$ cat src/common/fmx_pkg.sv
// constants, register map and state codes of the fm multiplex host control block
// assumes nothing beyond a systemverilog compiler
`default_nettype none
package fmx_pkg;
   // serial addresses, sent lsb first while the enable pin is low
   localparam logic [7:0] ADDR_WRITE_REGS = 8'hFA;
   localparam logic [7:0] ADDR_READ_DATA = 8'hFB;
   localparam logic [7:0] ADDR_CRC_FEED = 8'hFC;
   localparam logic [7:0] ADDR_READ_REGS = 8'hFD;
   // write register addresses
   localparam logic [3:0] REG_ID_ERR = 4'h1;
   localparam logic [3:0] REG_BLOCK_PROT = 4'h2;
   localparam logic [3:0] REG_FRAME_PROT = 4'h3;
   localparam logic [3:0] REG_CONTROL_ONE = 4'h4;
   localparam logic [3:0] REG_CONTROL_TWO = 4'h5;
   // read register addresses
   localparam logic [3:0] REG_STATUS = 4'h1;
   localparam logic [3:0] REG_BLOCK_NUMBER = 4'h2;
   // reset values
   localparam logic [7:0] RST_ID_ERR = 8'h22;
   localparam logic [7:0] RST_BLOCK_PROT = 8'h17;
   localparam logic [7:0] RST_FRAME_PROT = 8'h17;
   localparam logic [7:0] RST_CONTROL = 8'h00;
   localparam logic [7:0] RST_BLOCK_NUMBER = 8'h00;
   // control one fields
   localparam int C1_GROUP_CLEAR = 7;
   localparam int C1_OUT_INTERLOCK = 6;
   localparam int C1_OUTPUT_ALL = 5;
   localparam int C1_SYNC_RESTART = 4;
   localparam int C1_CORR_HALT = 3;
   localparam int C1_VERT_HALT = 2;
   localparam int C1_REALTIME = 1;
   localparam int C1_FRAME_A = 0;
   // control two fields
   localparam int C2_RESERVED = 7;
   localparam int C2_BLOCK_CLEAR = 6;
   localparam int C2_GRANT_POL = 5;
   localparam int C2_REQ_POL = 4;
   localparam int C2_READY_TIMING = 3;
   localparam int C2_VERT_POLICY = 2;
   localparam int C2_DMA_STROBE = 1;
   localparam int C2_DMA_EN = 0;
   // status fields
   localparam int ST_VERT_DONE = 7;
   localparam int ST_GROUP_OK = 1;
   // serial frame lengths in bits
   localparam logic [8:0] WRITE_BITS = 9'h010;
   localparam logic [8:0] REGS_BITS = 9'h010;
   localparam logic [8:0] DATA_BITS = 9'h120;
   localparam logic [8:0] HEADER_BITS = 9'h010;
   localparam int PAYLOAD_BITS = 272;
   // group check, x^16 + x^12 + x^5 + 1
   localparam logic [15:0] CRC_POLY = 16'h1021;
   localparam logic [15:0] CRC_ZERO = 16'h0000;
   localparam logic [3:0] BYTE_BITS = 4'h8;
   typedef enum logic [2:0] {
      ST_ADDR = 3'b000,
      ST_WRITE = 3'b001,
      ST_DATA = 3'b010,
      ST_REGS = 3'b011,
      ST_CRC = 3'b100,
      ST_IGNORE = 3'b101
   } fmx_state_e;
endpackage : fmx_pkg
`default_nettype wire

$ cat src/hdl/fmx_host_ctrl.sv
// fm multiplex demodulator host side: serial registers, corrected data readout, group check
// assumes a demodulator core on ref_clk and a host on three asynchronous serial pins
// Operation
// - sync restart clears sync state, keeps limits
// - during restart no interrupt, output released
// - correction halt stops corrected output only
// - vertical halt gives first horizontal data only
// - realtime change drops sync after protection
// - control one bit 0 selects frame method
// - block sync clear resets block sync only
// - bits 5,4 set dma line polarity
// - bit 3 selects ready output timing
// - vertical slot policy drops or fills output
// - bit 0 enables dma, bit 1 strobe
// - register read gives status then block number
// - status word field order fixed
// - group check ok reads one after reset
// - block number word resets to zero
// - words update when interrupt falls
// - data read at most 288 bits, header first
// - payload from leading bit, no id code
// - one data read per interrupt, aborts harmless
// - group check bytes fed via address FCh
// - register write carries sixteen bits
// - group check polynomial, cleared by host
`timescale 1ns/100ps
`default_nettype none

module fmx_fifo #(
   parameter int WIDTH = 8,
   parameter int DEPTH = 4
) (
   input wire logic clk,
   input wire logic resetn,
   input wire logic inValid,
   output logic inReady,
   input wire logic [WIDTH-1:0] inData,
   output logic outValid,
   input wire logic outReady,
   output logic [WIDTH-1:0] outData
);
   localparam int AW = $clog2(DEPTH);
   typedef struct packed {
      logic [DEPTH-1:0][WIDTH-1:0] mem;
      logic [AW-1:0] wr;
      logic [AW-1:0] rd;
      logic [AW:0] count;
   } fmx_fifo_s;
   fmx_fifo_s q;
   fmx_fifo_s d;
   logic push;
   logic pop;

   assign inReady = q.count != (AW+1)'(DEPTH);
   assign outValid = q.count != '0;
   assign outData = q.mem[q.rd];
   assign push = inValid && inReady;
   assign pop = outValid && outReady;

   always_comb begin
      d = q;
      if (push) begin
         d.mem[q.wr] = inData;
         d.wr = (q.wr == AW'(DEPTH - 1)) ? '0 : q.wr + 1'b1;
      end
      if (pop) begin
         d.rd = (q.rd == AW'(DEPTH - 1)) ? '0 : q.rd + 1'b1;
      end
      d.count = q.count + (AW+1)'(push) - (AW+1)'(pop);
   end

   always_ff @(posedge clk or negedge resetn) begin
      if (!resetn) begin
         q <= '0;
      end else begin
         q <= d;
      end
   end
endmodule : fmx_fifo

module fmx_host_ctrl #(
   parameter int PAYLOAD_BITS = fmx_pkg::PAYLOAD_BITS,
   parameter int FIFO_DEPTH = 4
) (
   input wire logic ref_clk,
   input wire logic resetn,
   input wire logic serialClockPin,
   input wire logic serialEnablePin,
   input wire logic serialInPin,
   input wire logic interfaceSelectPin,
   output logic serialOutPin,
   output logic serialOutEn,
   output logic intN,
   input wire logic newBlock,
   input wire logic [7:0] blockStatus,
   input wire logic [7:0] blockIndex,
   input wire logic blockVertSlot,
   input wire logic [PAYLOAD_BITS-1:0] blockPayload,
   output logic [7:0] idErrorLimit,
   output logic [7:0] blockProtect,
   output logic [7:0] frameProtect,
   output logic groupCheckClear,
   output logic outputInterlock,
   output logic outputAllData,
   output logic syncRestart,
   output logic correctionHalt,
   output logic verticalFixHalt,
   output logic realtimeBlockFlag,
   output logic frameMethodA,
   output logic blockSyncClear,
   output logic verticalOutputPolicy,
   output logic dmaGrantActiveHigh,
   output logic dmaRequestActiveHigh,
   output logic readyTimingTwo,
   output logic dmaUseGrant,
   output logic dmaEnable,
   output logic groupCheckOk,
   output logic crcOverrun
);
   typedef struct packed {
      logic [1:0] clS;
      logic [1:0] ceS;
      logic [1:0] diS;
      logic [1:0] spS;
      logic clPrev;
      logic cePrev;
      fmx_pkg::fmx_state_e state;
      logic [7:0] addr;
      logic [15:0] inShift;
      logic [8:0] cnt;
      logic doOut;
      logic doEn;
      logic intN;
      logic fresh;
      logic [7:0] idErr;
      logic [7:0] blockProt;
      logic [7:0] frameProt;
      logic [7:0] ctl1;
      logic [7:0] control_two;
      logic [4:0] dmaCfg;
      logic [7:0] stat;
      logic [7:0] blockNo;
      logic [PAYLOAD_BITS-1:0] payload;
      logic [15:0] crc;
      logic [7:0] crcByte;
      logic [3:0] crcBits;
      logic crcOk;
      logic overrun;
   } fmx_core_s;
   fmx_core_s q;
   fmx_core_s d;

   logic clRise;
   logic ceRise;
   logic ceFall;
   logic serialMode;
   logic acceptEv;
   logic vertEff;
   logic [8:0] outIdx;
   logic [8:0] payIdx;
   logic [7:0] statWord;
   logic serialBit;
   logic [7:0] rxByte;
   logic pushValid;
   logic pushReady;
   logic fifoValid;
   logic fifoTake;
   logic [7:0] fifoData;
   logic crcFb;

   assign clRise = q.clS[1] && !q.clPrev;
   assign ceRise = q.ceS[1] && !q.cePrev;
   assign ceFall = !q.ceS[1] && q.cePrev;
   assign serialMode = q.spS[1];
   // status with live group check result
   assign statWord = {q.stat[7:2], q.crcOk, q.stat[0]};
   // status first, block number next, payload from its leading bit
   assign outIdx = ceRise ? 9'h000 : q.cnt + 9'h001;
   assign payIdx = outIdx - fmx_pkg::HEADER_BITS;
   always_comb begin
      if (outIdx < 9'h008) begin
         serialBit = statWord[outIdx[2:0]];
      end else if (outIdx < fmx_pkg::HEADER_BITS) begin
         serialBit = q.blockNo[outIdx[2:0]];
      end else if (int'(payIdx) < PAYLOAD_BITS) begin
         serialBit = q.payload[PAYLOAD_BITS - 1 - int'(payIdx)];
      end else begin
         serialBit = 1'b0;
      end
   end
   assign rxByte = {q.diS[1], q.inShift[15:9]};
   // blocks withheld under correction halt or sync restart, or by the vertical slot policy
   assign vertEff = blockStatus[fmx_pkg::ST_VERT_DONE] && !q.ctl1[fmx_pkg::C1_VERT_HALT];
   assign acceptEv = newBlock && !q.ctl1[fmx_pkg::C1_CORR_HALT]
      && !q.ctl1[fmx_pkg::C1_SYNC_RESTART]
      && !(blockVertSlot && !vertEff && !q.control_two[fmx_pkg::C2_VERT_POLICY]);
   assign fifoTake = fifoValid && q.crcBits == 4'h0 && !q.ctl1[fmx_pkg::C1_GROUP_CLEAR];
   assign crcFb = q.crc[15] ^ q.crcByte[0];

   fmx_fifo #(
      .WIDTH(8),
      .DEPTH(FIFO_DEPTH)
   ) u_crc_fifo (
      .clk(ref_clk),
      .resetn(resetn),
      .inValid(pushValid),
      .inReady(pushReady),
      .inData(rxByte),
      .outValid(fifoValid),
      .outReady(fifoTake),
      .outData(fifoData)
   );

   always_comb begin
      d = q;
      pushValid = 1'b0;
      d.clS = {q.clS[0], serialClockPin};
      d.ceS = {q.ceS[0], serialEnablePin};
      d.diS = {q.diS[0], serialInPin};
      d.spS = {q.spS[0], interfaceSelectPin};
      d.clPrev = q.clS[1];
      d.cePrev = q.ceS[1];
      // parallel only settings
      d.dmaCfg = serialMode ? 5'h00 : {q.control_two[fmx_pkg::C2_GRANT_POL],
         q.control_two[fmx_pkg::C2_REQ_POL], q.control_two[fmx_pkg::C2_READY_TIMING],
         q.control_two[fmx_pkg::C2_DMA_STROBE], q.control_two[fmx_pkg::C2_DMA_EN]};
      if (acceptEv) begin
         d.stat = {vertEff, blockStatus[6:0]};
         d.blockNo = blockIndex;
         d.payload = blockPayload;
         d.intN = 1'b0;
         d.fresh = 1'b1;
      end
      if (ceFall || !serialMode) begin
         d.state = fmx_pkg::ST_ADDR;
         d.cnt = 9'h000;
         d.doEn = 1'b0;
      end else if (ceRise) begin
         d.cnt = 9'h000;
         unique case (q.addr)
            fmx_pkg::ADDR_WRITE_REGS: d.state = fmx_pkg::ST_WRITE;
            fmx_pkg::ADDR_CRC_FEED: d.state = fmx_pkg::ST_CRC;
            fmx_pkg::ADDR_READ_REGS: begin
               d.state = fmx_pkg::ST_REGS;
               d.doEn = 1'b1;
               d.doOut = serialBit;
            end
            fmx_pkg::ADDR_READ_DATA: begin
               if (q.fresh && !acceptEv) begin
                  d.state = fmx_pkg::ST_DATA;
                  d.fresh = 1'b0;
                  d.intN = 1'b1;
                  d.doEn = 1'b1;
                  d.doOut = serialBit;
               end else begin
                  d.state = fmx_pkg::ST_IGNORE;
               end
            end
            default: d.state = fmx_pkg::ST_IGNORE;
         endcase
      end else if (clRise) begin
         d.cnt = q.cnt + 9'h001;
         unique case (q.state)
            fmx_pkg::ST_ADDR: d.addr = {q.diS[1], q.addr[7:1]};
            fmx_pkg::ST_WRITE: begin
               d.inShift = {q.diS[1], q.inShift[15:1]};
               if (d.cnt == fmx_pkg::WRITE_BITS) begin
                  d.state = fmx_pkg::ST_IGNORE;
                  unique case (d.inShift[11:8])
                     fmx_pkg::REG_ID_ERR: d.idErr = d.inShift[7:0];
                     fmx_pkg::REG_BLOCK_PROT: d.blockProt = d.inShift[7:0];
                     fmx_pkg::REG_FRAME_PROT: d.frameProt = d.inShift[7:0];
                     fmx_pkg::REG_CONTROL_ONE: d.ctl1 = d.inShift[7:0];
                     fmx_pkg::REG_CONTROL_TWO: d.control_two = d.inShift[7:0];
                     default: d.state = fmx_pkg::ST_IGNORE;
                  endcase
               end
            end
            fmx_pkg::ST_CRC: begin
               d.inShift = {q.diS[1], q.inShift[15:1]};
               if (q.cnt[2:0] == 3'h7) begin
                  pushValid = 1'b1;
                  d.overrun = q.overrun || !pushReady;
               end
            end
            fmx_pkg::ST_DATA, fmx_pkg::ST_REGS: begin
               if (d.cnt == ((q.state == fmx_pkg::ST_DATA) ? fmx_pkg::DATA_BITS
                     : fmx_pkg::REGS_BITS)) begin
                  d.state = fmx_pkg::ST_IGNORE;
                  d.doEn = 1'b0;
               end else begin
                  d.doOut = serialBit;
               end
            end
            fmx_pkg::ST_IGNORE: d.cnt = q.cnt;
            default: d.state = fmx_pkg::ST_IGNORE;
         endcase
      end
      // restart keeps the interrupt high and the output released
      if (q.ctl1[fmx_pkg::C1_SYNC_RESTART]) begin
         d.intN = 1'b1;
         d.doEn = 1'b0;
      end
      // group check engine, one bit per clock, lsb first
      if (q.ctl1[fmx_pkg::C1_GROUP_CLEAR]) begin
         d.crc = fmx_pkg::CRC_ZERO;
         d.crcBits = 4'h0;
         d.overrun = pushValid && !pushReady;
      end else if (q.crcBits != 4'h0) begin
         d.crc = {q.crc[14:0], 1'b0} ^ (crcFb ? fmx_pkg::CRC_POLY : fmx_pkg::CRC_ZERO);
         d.crcByte = {1'b0, q.crcByte[7:1]};
         d.crcBits = q.crcBits - 4'h1;
      end else if (fifoTake) begin
         d.crcByte = fifoData;
         d.crcBits = fmx_pkg::BYTE_BITS;
      end
      d.crcOk = (d.crc == fmx_pkg::CRC_ZERO);
   end

   always_ff @(posedge ref_clk or negedge resetn) begin
      if (!resetn) begin
         q <= '0;
         q.state <= fmx_pkg::ST_ADDR;
         q.intN <= 1'b1;
         q.idErr <= fmx_pkg::RST_ID_ERR;
         q.blockProt <= fmx_pkg::RST_BLOCK_PROT;
         q.frameProt <= fmx_pkg::RST_FRAME_PROT;
         q.ctl1 <= fmx_pkg::RST_CONTROL;
         q.control_two <= fmx_pkg::RST_CONTROL;
         q.blockNo <= fmx_pkg::RST_BLOCK_NUMBER;
         q.crcOk <= 1'b1;
      end else begin
         q <= d;
      end
   end

   assign serialOutPin = q.doOut;
   assign serialOutEn = q.doEn;
   assign intN = q.intN;
   assign idErrorLimit = q.idErr;
   assign blockProtect = q.blockProt;
   assign frameProtect = q.frameProt;
   assign groupCheckClear = q.ctl1[fmx_pkg::C1_GROUP_CLEAR];
   assign outputInterlock = q.ctl1[fmx_pkg::C1_OUT_INTERLOCK];
   assign outputAllData = q.ctl1[fmx_pkg::C1_OUTPUT_ALL];
   assign syncRestart = q.ctl1[fmx_pkg::C1_SYNC_RESTART];
   assign correctionHalt = q.ctl1[fmx_pkg::C1_CORR_HALT];
   assign verticalFixHalt = q.ctl1[fmx_pkg::C1_VERT_HALT];
   assign realtimeBlockFlag = q.ctl1[fmx_pkg::C1_REALTIME];
   assign frameMethodA = q.ctl1[fmx_pkg::C1_FRAME_A];
   assign blockSyncClear = q.control_two[fmx_pkg::C2_BLOCK_CLEAR];
   assign verticalOutputPolicy = q.control_two[fmx_pkg::C2_VERT_POLICY];
   assign dmaGrantActiveHigh = q.dmaCfg[4];
   assign dmaRequestActiveHigh = q.dmaCfg[3];
   assign readyTimingTwo = q.dmaCfg[2];
   assign dmaUseGrant = q.dmaCfg[1];
   assign dmaEnable = q.dmaCfg[0];
   assign groupCheckOk = q.crcOk;
   assign crcOverrun = q.overrun;
endmodule : fmx_host_ctrl
`default_nettype wire

$ cat config.mk
export PLATFORM = sky130hd
export DESIGN_NAME = fmx_host_ctrl
export DESIGN_NICKNAME = d
export VERILOG_FILES = /design/src/common/fmx_pkg.sv /design/src/hdl/fmx_host_ctrl.sv
export SDC_FILE = /design/constraint.sdc
export NUM_CORES = 1
export LEC_CHECK = 0
export BUFFER_PORTS_ARGS = -buffer_cell sky130_fd_sc_hd__buf_2
export CAP_MARGIN = 20
export CORE_UTILIZATION = 45
export DETAILED_ROUTE_END_ITERATION = 12
export GPL_TIMING_DRIVEN = 1
export HOLD_SLACK_MARGIN = 0.06
export PLACE_DENSITY = 0.66
export REMOVE_ABC_BUFFERS = 1
export SLEW_MARGIN = 0
export SYNTH_ARGS = -nofsm -noshare
export SYNTH_HDL_FRONTEND = slang
export SYNTH_SLANG_ARGS = --single-unit
$ cat constraint.sdc
create_clock -name ref_clk -period 5.4 [get_ports ref_clk]
set_input_delay 0.54 -clock ref_clk [delete_from_list [all_inputs] [get_ports ref_clk]]
set_output_delay 0.54 -clock ref_clk [all_outputs]
set_load 0.02 [all_outputs]
Word-level counts from Yosys, hierarchy flattened
Cells that the tools add are included.
{"block": "totals", "output_inout_bits": 44, "word_cells": 220, "inputBits": 296, "register_bits": 452}
{"block": "op_classes", "reduce_logical": 63, "n_eq_ne": 31, "addsub": 8, "order_cmp": 8, "bitwise": 5, "n_mux": 70}
{"operator": "2-to-1 mux 40 bit", "n": 4}
{"operator": "2-to-1 mux 8 bit", "n": 8}
{"operator": "2-to-1 mux 16 bit", "n": 3}
{"operator": "2-to-1 mux 42 bit", "n": 1}
{"operator": "2-to-1 mux 38 bit", "n": 1}
{"operator": "2-to-1 mux 9 bit", "n": 4}
{"operator": "AND reduction 6 bit", "n": 6}
{"operator": "bitwise mux 32 bit", "n": 1}
{"operator": "== test 8 bit (second input constant)", "n": 4}
{"operator": "2-to-1 mux 12 bit", "n": 2}
{"operator": "2-to-1 mux 1 bit", "n": 21}
{"operator": "binary-select mux 8 bit (select 2 bit)", "n": 1}
{"operator": "demux 8 bit (select 2 bit)", "n": 1}
{"operator": "logical AND 1 bit", "n": 16}
{"operator": "logical NOT 16 bit", "n": 1}
{"operator": "nonzero test 4 bit", "n": 4}
{"operator": "XOR 16 x 13 -> 16 bit", "n": 1}
{"operator": "2-to-1 mux 3 bit", "n": 5}
{"operator": "2-to-1 mux 2 bit", "n": 7}
{"operator": "logical NOT 1 bit", "n": 13}
{"operator": "2-to-1 mux 13 bit", "n": 1}
{"operator": "case mux 3 bit (4 select lines)", "n": 1}
{"operator": "AND reduction 4 bit", "n": 3}
{"operator": "nonzero test 2 bit", "n": 6}
{"operator": "46 further kinds", "n": 70}

Depth between registers and ports, before layout
{"block": "logic_depth", "ltp_word": 17, "mapped_depth": 14, "mapped_depth_nobuf": 13}

Modules after synthesis
A second synthesis with hierarchy kept.
{"block": "unflattened", "cells_unflattened": 1671, "hier_area_um2": 21306.7}
{"mod": "fmx_host_ctrl", "seq_area_each_um2": 10274.9, "n_inst": 1, "cells_each": 1555, "area_per_inst_um2": 19336.0}
{"mod": "fmx_fifo", "seq_area_each_um2": 975.9, "n_inst": 1, "cells_each": 116, "area_per_inst_um2": 1970.6}

Worst setup path after synthesis
No wires, ideal clock.
{"block": "synth_path", "kind": "reg2reg", "start": "register q (netlist bit d[403])", "end": "register q (netlist bit serialOutPin)", "path_stages_with_launch": 15, "n_path_buf": 3, "t_arrival_ps": 2922, "setup_ps": 128, "slack_ps": 2350, "cell_sequence": "dfrtp_1 -> nor2b_1 -> buf_2 -> buf_2 -> clkbuf_1 -> a21oi_1 -> inv_1 -> ha_1 -> nor3_1 -> maj3_1 -> o21ai_0 -> a32oi_1 -> nor3b_1 -> a22oi_1 -> a31oi_1"}
{"block": "synth_between", "elab_chain_len": 14}
{"element": "start, declared", "line": "fmx_host_ctrl.sv:150", "rtl": "fmx_core_s q;"}
{"element": "logical AND 1 bit", "line": "fmx_host_ctrl.sv:172", "rtl": "assign ceRise = q.ceS[1] && !q.cePrev;"}
{"element": "2-to-1 mux 9 bit", "line": "fmx_host_ctrl.sv:178", "rtl": "assign outIdx = ceRise ? 9'h000 : q.cnt + 9'h001;"}
{"element": "subtractor 9 x 5 -> 9 bit", "line": "fmx_host_ctrl.sv:179", "rtl": "assign payIdx = outIdx - fmx_pkg::HEADER_BITS;"}
{"element": "subtractor 9 x 9 -> 10 bit", "line": "fmx_host_ctrl.sv:186", "rtl": "serialBit = q.payload[PAYLOAD_BITS - 1 - int'(payIdx)];"}
{"element": "binary-select mux 1 bit (select 9 bit)", "line": "fmx_host_ctrl.sv:186"}
{"element": "2-to-1 mux 1 bit (not written as such) (2 in a row)", "line": "fmx_host_ctrl.sv:186"}
{"element": "2-to-1 mux 1 bit", "line": "fmx_host_ctrl.sv:185", "rtl": "end else if (int'(payIdx) < PAYLOAD_BITS) begin"}
{"element": "2-to-1 mux 1 bit", "line": "fmx_host_ctrl.sv:183", "rtl": "end else if (outIdx < fmx_pkg::HEADER_BITS) begin"}
{"element": "2-to-1 mux 1 bit", "line": "fmx_host_ctrl.sv:181", "rtl": "if (outIdx < 9'h008) begin"}
{"element": "2-to-1 mux 1 bit", "line": "fmx_host_ctrl.sv:287", "rtl": "if (d.cnt == ((q.state == fmx_pkg::ST_DATA) ? fmx_pkg::DATA_BITS"}
{"element": "2-to-1 mux 2 bit", "line": "fmx_host_ctrl.sv:263", "rtl": "unique case (q.state)"}
{"element": "2-to-1 mux 38 bit", "line": "fmx_host_ctrl.sv:261", "rtl": "end else if (clRise) begin"}
{"element": "2-to-1 mux 11 bit", "line": "fmx_host_ctrl.sv:238", "rtl": "end else if (ceRise) begin"}
Several ways; a longest one is shown, not always the timed one. The select of a mux whose other input is x is not followed.
A chain may end at the register's enable or synchronous reset.

Final worst setup path
{"block": "layout_path", "start": "register q[367] in the netlist's numbering", "end": "register q (netlist bit serialOutPin)"}
{"block": "layout_between", "elab_chain_len": 14}
{"element": "adder 9 x 1 -> 9 bit (*)", "line": "fmx_host_ctrl.sv:178, fmx_host_ctrl.sv:262"}
{"element": "2-to-1 mux 9 bit", "line": "fmx_host_ctrl.sv:178"}
{"element": "subtractor 9 x 5 -> 9 bit", "line": "fmx_host_ctrl.sv:179"}
{"element": "subtractor 9 x 9 -> 10 bit", "line": "fmx_host_ctrl.sv:186"}
{"element": "binary-select mux 1 bit (select 9 bit)", "line": "fmx_host_ctrl.sv:186"}
{"element": "2-to-1 mux 1 bit (not written as such) (2 in a row)", "line": "fmx_host_ctrl.sv:186"}
{"element": "2-to-1 mux 1 bit", "line": "fmx_host_ctrl.sv:185"}
{"element": "2-to-1 mux 1 bit", "line": "fmx_host_ctrl.sv:183"}
{"element": "2-to-1 mux 1 bit", "line": "fmx_host_ctrl.sv:181"}
{"element": "2-to-1 mux 1 bit", "line": "fmx_host_ctrl.sv:287"}
{"element": "2-to-1 mux 2 bit", "line": "fmx_host_ctrl.sv:263"}
{"element": "2-to-1 mux 38 bit", "line": "fmx_host_ctrl.sv:261"}
{"element": "2-to-1 mux 11 bit", "line": "fmx_host_ctrl.sv:238"}
Mark *: on every way between the ends. The rest lies on a longest branch, timed or not. The select of a mux whose other input is x is not followed.

==> impl_metrics.xml <==
<?xml version="1.0" encoding="UTF-8"?>
<metrics>
  <group name="run_status">
    <metric name="outcome" unit="">completed</metric>
  </group>
  <group name="clocking">
    <metric name="worst_setup_hold_path_clk_slew" unit="ns">0.06</metric>
    <metric name="cts_inserted_buffers" unit="">49</metric>
    <metric name="cts_tree" unit="">done</metric>
    <metric name="cts-htree-levels" unit="">2</metric>
    <metric name="cts_resized" unit="">0</metric>
    <metric name="insertion_delay" unit="ns">0.59</metric>
    <metric name="clock_tree.root_cell" unit="">clkbuf_16</metric>
    <metric name="clock_path_buffers" unit="">3</metric>
    <metric name="cts.repair_timing.setup_buffer_count" unit="">0</metric>
    <metric name="clock_sink_count" unit="">449</metric>
  </group>
  <group name="logic_synthesis">
    <metric name="synthesis.yosys.warnings" unit="">0</metric>
    <metric name="synth_edf_count" unit="">0</metric>
    <metric name="synth_flop_type" unit="">dfrtp_1</metric>
    <metric name="asyncSetResetFlopFracSynth" unit="%">100</metric>
    <metric name="seq_area_frac_synth" unit="%">53.5</metric>
    <metric name="synth.avg_cell_area" unit="sq um">12.5</metric>
    <metric name="synthesis.instances" unit="">1676</metric>
    <metric name="seq_cells_post_synth" unit="">449</metric>
    <metric name="netlist-cell-type-count" unit="">78</metric>
    <metric name="post_synth_instance_area" unit="sq um">21000</metric>
  </group>
  <group name="routing">
    <metric name="post_detailed_route_count_of_antenna_violating_nets" unit="">0</metric>
    <metric name="wire_per_inst" unit="microns">21.5</metric>
    <metric name="firstDrtPassIters" unit="">5</metric>
    <metric name="vias_per_cell" unit="">5.62</metric>
    <metric name="drc_errors" unit="">0</metric>
    <metric name="drt_wl_total" unit="microns">56200</metric>
    <metric name="detailedRoute.firstIterationViolations" unit="">1042</metric>
    <metric name="route.vias.total" unit="">14700</metric>
  </group>
  <group name="finish">
    <metric name="number_of_filler_cells_placed_in_the_layout" unit="">3920</metric>
    <metric name="most_frequent_standard_cell_in_the_layout_excluding_fill_and_tap_cells" unit="">dfrtp_1</metric>
    <metric name="synthToLayoutAreaGrowth" unit="%">18.2</metric>
    <metric name="final_cells" unit="">2614</metric>
    <metric name="layout.cell_area.non_filler" unit="sq um">24800</metric>
    <metric name="post_route_cells_drive_above_1_share" unit="%">45.0</metric>
    <metric name="finalNetCount" unit="">2273</metric>
    <metric name="final_cell_mix" unit="">436 x dfrtp_1, 406 x mux2_2, 337 x buf_2</metric>
  </group>
  <group name="sta">
    <metric name="max-slew-margin-rel" unit="%">26.9</metric>
    <metric name="final_setup_vio_count" unit="">0</metric>
    <metric name="tightest_slew" unit="ns">1.10</metric>
    <metric name="finalCritPeriodShare" unit="%">80.4</metric>
    <metric name="hold_viol_final" unit="">0</metric>
    <metric name="finalWorstPathRequiredPeriod" unit="ns">4.34</metric>
    <metric name="fin_worst_skew" unit="ns">0.0296</metric>
    <metric name="whs" unit="ns">0.0540</metric>
    <metric name="report.final.slew_viol_count" unit="">0</metric>
    <metric name="timing.fmax" unit="MHz">230</metric>
    <metric name="rsz_0062_raised_after_global_routing" unit="">no</metric>
  </group>
  <group name="worst_setup_path">
    <metric name="max_stage_delay" unit="ns">0.88</metric>
    <metric name="endpoint_kind" unit="">register</metric>
    <metric name="worstSetupStartpointType" unit="">register</metric>
    <metric name="worstReg2RegStart" unit="">q[367]$_DFFE_PN0P_</metric>
    <metric name="timing_worst_setup_path_type" unit="">reg2reg</metric>
    <metric name="worst_path_max_delay_cell" unit="">nor2_2</metric>
    <metric name="arrival" unit="ns">4.81</metric>
    <metric name="critPathTopFamily" unit="">compound AO/OA/AOI/OAI gates</metric>
    <metric name="worst-path-max-fanout" unit="">27</metric>
    <metric name="timing.critical_path.cells" unit="">ha_2 &gt; clkinv_1 &gt; nor2_2 &gt; nand2_1 &gt; o221ai_1 &gt; nor2_1 &gt; o311ai_0 &gt; a32oi_1 &gt; a22oi_1 &gt; a31oi_1</metric>
    <metric name="buffering_stage_count_on_the_worst_path_with_inverters_included" unit="">1</metric>
    <metric name="critPathRequiredTime" unit="ns">5.87</metric>
    <metric name="critical_path.startpoint" unit="">q[367]$_DFFE_PN0P_</metric>
  </group>
  <group name="placement">
    <metric name="dp_hpwl" unit="microns">38000</metric>
    <metric name="port-buffer-count" unit="">338</metric>
    <metric name="gpl.final_weighted_congestion" unit="">0.848</metric>
    <metric name="placedCellCount" unit="">2505</metric>
    <metric name="post_dp_cell_area" unit="sq um">23100</metric>
  </group>
  <group name="min_path">
    <metric name="hold_class" unit="">in2async</metric>
  </group>
  <group name="floorplan">
    <metric name="die_w" unit="microns">218</metric>
    <metric name="dieArea" unit="sq um">47600</metric>
    <metric name="start_util" unit="%">45.9</metric>
    <metric name="floorplan.io_pins" unit="">340</metric>
    <metric name="dieHeight" unit="microns">218</metric>
    <metric name="coreArea" unit="sq um">45800</metric>
    <metric name="placement_rows" unit="">78</metric>
  </group>
  <group name="grt">
    <metric name="global_route.usage.total" unit="%">23.6</metric>
    <metric name="grt.overflow.total" unit="">0</metric>
    <metric name="first_global_vias" unit="">15200</metric>
    <metric name="maximum_number_of_pins_on_one_net_before_global_route_repair" unit="">155</metric>
    <metric name="grt_pass1_wl" unit="microns">86300</metric>
    <metric name="antenna_found_initial" unit="">17</metric>
  </group>
  <group name="pwr">
    <metric name="p_leak" unit="nW">11.1</metric>
    <metric name="cellPowerDensity" unit="nW/um^2">333</metric>
    <metric name="fin_total_pwr" unit="W">0.00826</metric>
    <metric name="ir_drop" unit="V">0.000268</metric>
  </group>
  <group name="job">
    <metric name="max_cap_violations" unit="">0</metric>
  </group>
</metrics>
[synthesized netlist by cell type, drive strengths merged (6+ instances only)]
cell type / n / area, sq um
a31oi: 14 / 87.6
dfrtp: 437 / 10900
nor3: 18 / 100
mux2i: 38 / 380
buf: 62 / 403
inv: 18 / 67.6
mux2: 406 / 4570
mux4: 12 / 270
o311ai: 7 / 61.3
nor2: 58 / 230
nand2: 117 / 439
a221oi: 8 / 70.1
a311o: 6 / 60.1
o22ai: 20 / 125
nor2b: 21 / 131
o31ai: 9 / 67.6
o32ai: 7 / 68.8
xnor2: 9 / 86.3
dfstp: 12 / 315
a311oi: 6 / 52.6
nand3: 33 / 188
clkbuf: 68 / 255
a21oi: 67 / 343
a2bb2oi: 10 / 87.6
and2: 9 / 56.3
and3: 6 / 37.5
o21ai: 52 / 260
nand2b: 10 / 62.6
a22oi: 8 / 60.1
ha: 15 / 188
o221ai: 12 / 105
or3: 9 / 56.3
a21o: 6 / 45.0
a2111oi: 6 / 52.6
a211oi: 15 / 113
[final timing paths]
kind	to	slack (ns)	cells past startpoint
min in group ref_clk	q[245]$_DFFE_PN0P_	0.18	2
max	serialOutPin$_DFFE_PN0P_	1.06	10
max in group asynchronous	q[198]$_DFFE_PN0P_	3.91	2
min reg2reg	d[404]$_DFF_PN0_	0.33	0
min	idErrorLimit[4]$_DFFE_PN0P_	0.05	1
max reg2reg	serialOutPin$_DFFE_PN0P_	1.06	10
[metal layers]
layer,GRT usage [%],wire length [microns]
met4,9.42,1770
met3,4.24,3270
met1,32.3,24600
met2,37.0,26500
met5,0,49
[final cells by class]
class,count,area [sq um],area share [%]
repair buffers,364,1980,7.96
diodes,14,35.0,0.141
clock buffers,74,1460,5.88
well taps,600,751,3.02
flip-flops and latches,449,11300,45.3
inverters,19,71.3,0.287
multi-input cells,1078,9100,36.6
clock inverters,16,201,0.811
[flip-flops by register name, summed over array words and instances, names as in the netlist, 6 cells and up]
name,count
blockProtect,8
d,6
frameProtect,8
idErrorLimit,8
q,360
u_crc_fifo.q,39
[logic make-up after synthesis]
group	synth area share, %
compound gates	9.30
xor+xnor	0.619
fa+ha+maj	1.04
buf+inv	3.47
flops	53.5
mux	24.8
simple gates	7.21
[what timing repair did]
item	4_1_cts	5_1_grt
hold buffers	4	0
endpoints found under the hold margin	4	0
endpoints found under the setup margin	0	0
[where the power goes]
group,leakage [nW],switching [W],total (W),internal [W]
clock,0.820,0.00137,0.00343,0.00206
sequential,5.54,0.000181,0.00386,0.00368
combinational,4.74,0.000462,0.000974,0.000512
total,11.1,0.00201,0.00826,0.00625
[through the flow]
stage	util (%)	TNS (ns)	setup slack (ns)
after floorplan	-	-5212.44	-17.76
after global placement	50.4	0	1.09
after detailed placement	50.4	0	1.03
after CTS	54.1	0	1.06
after global routing	54.3	0	0.761
final	54.3	0	1.06
Note: power is estimated with default switching activity, not from simulation.
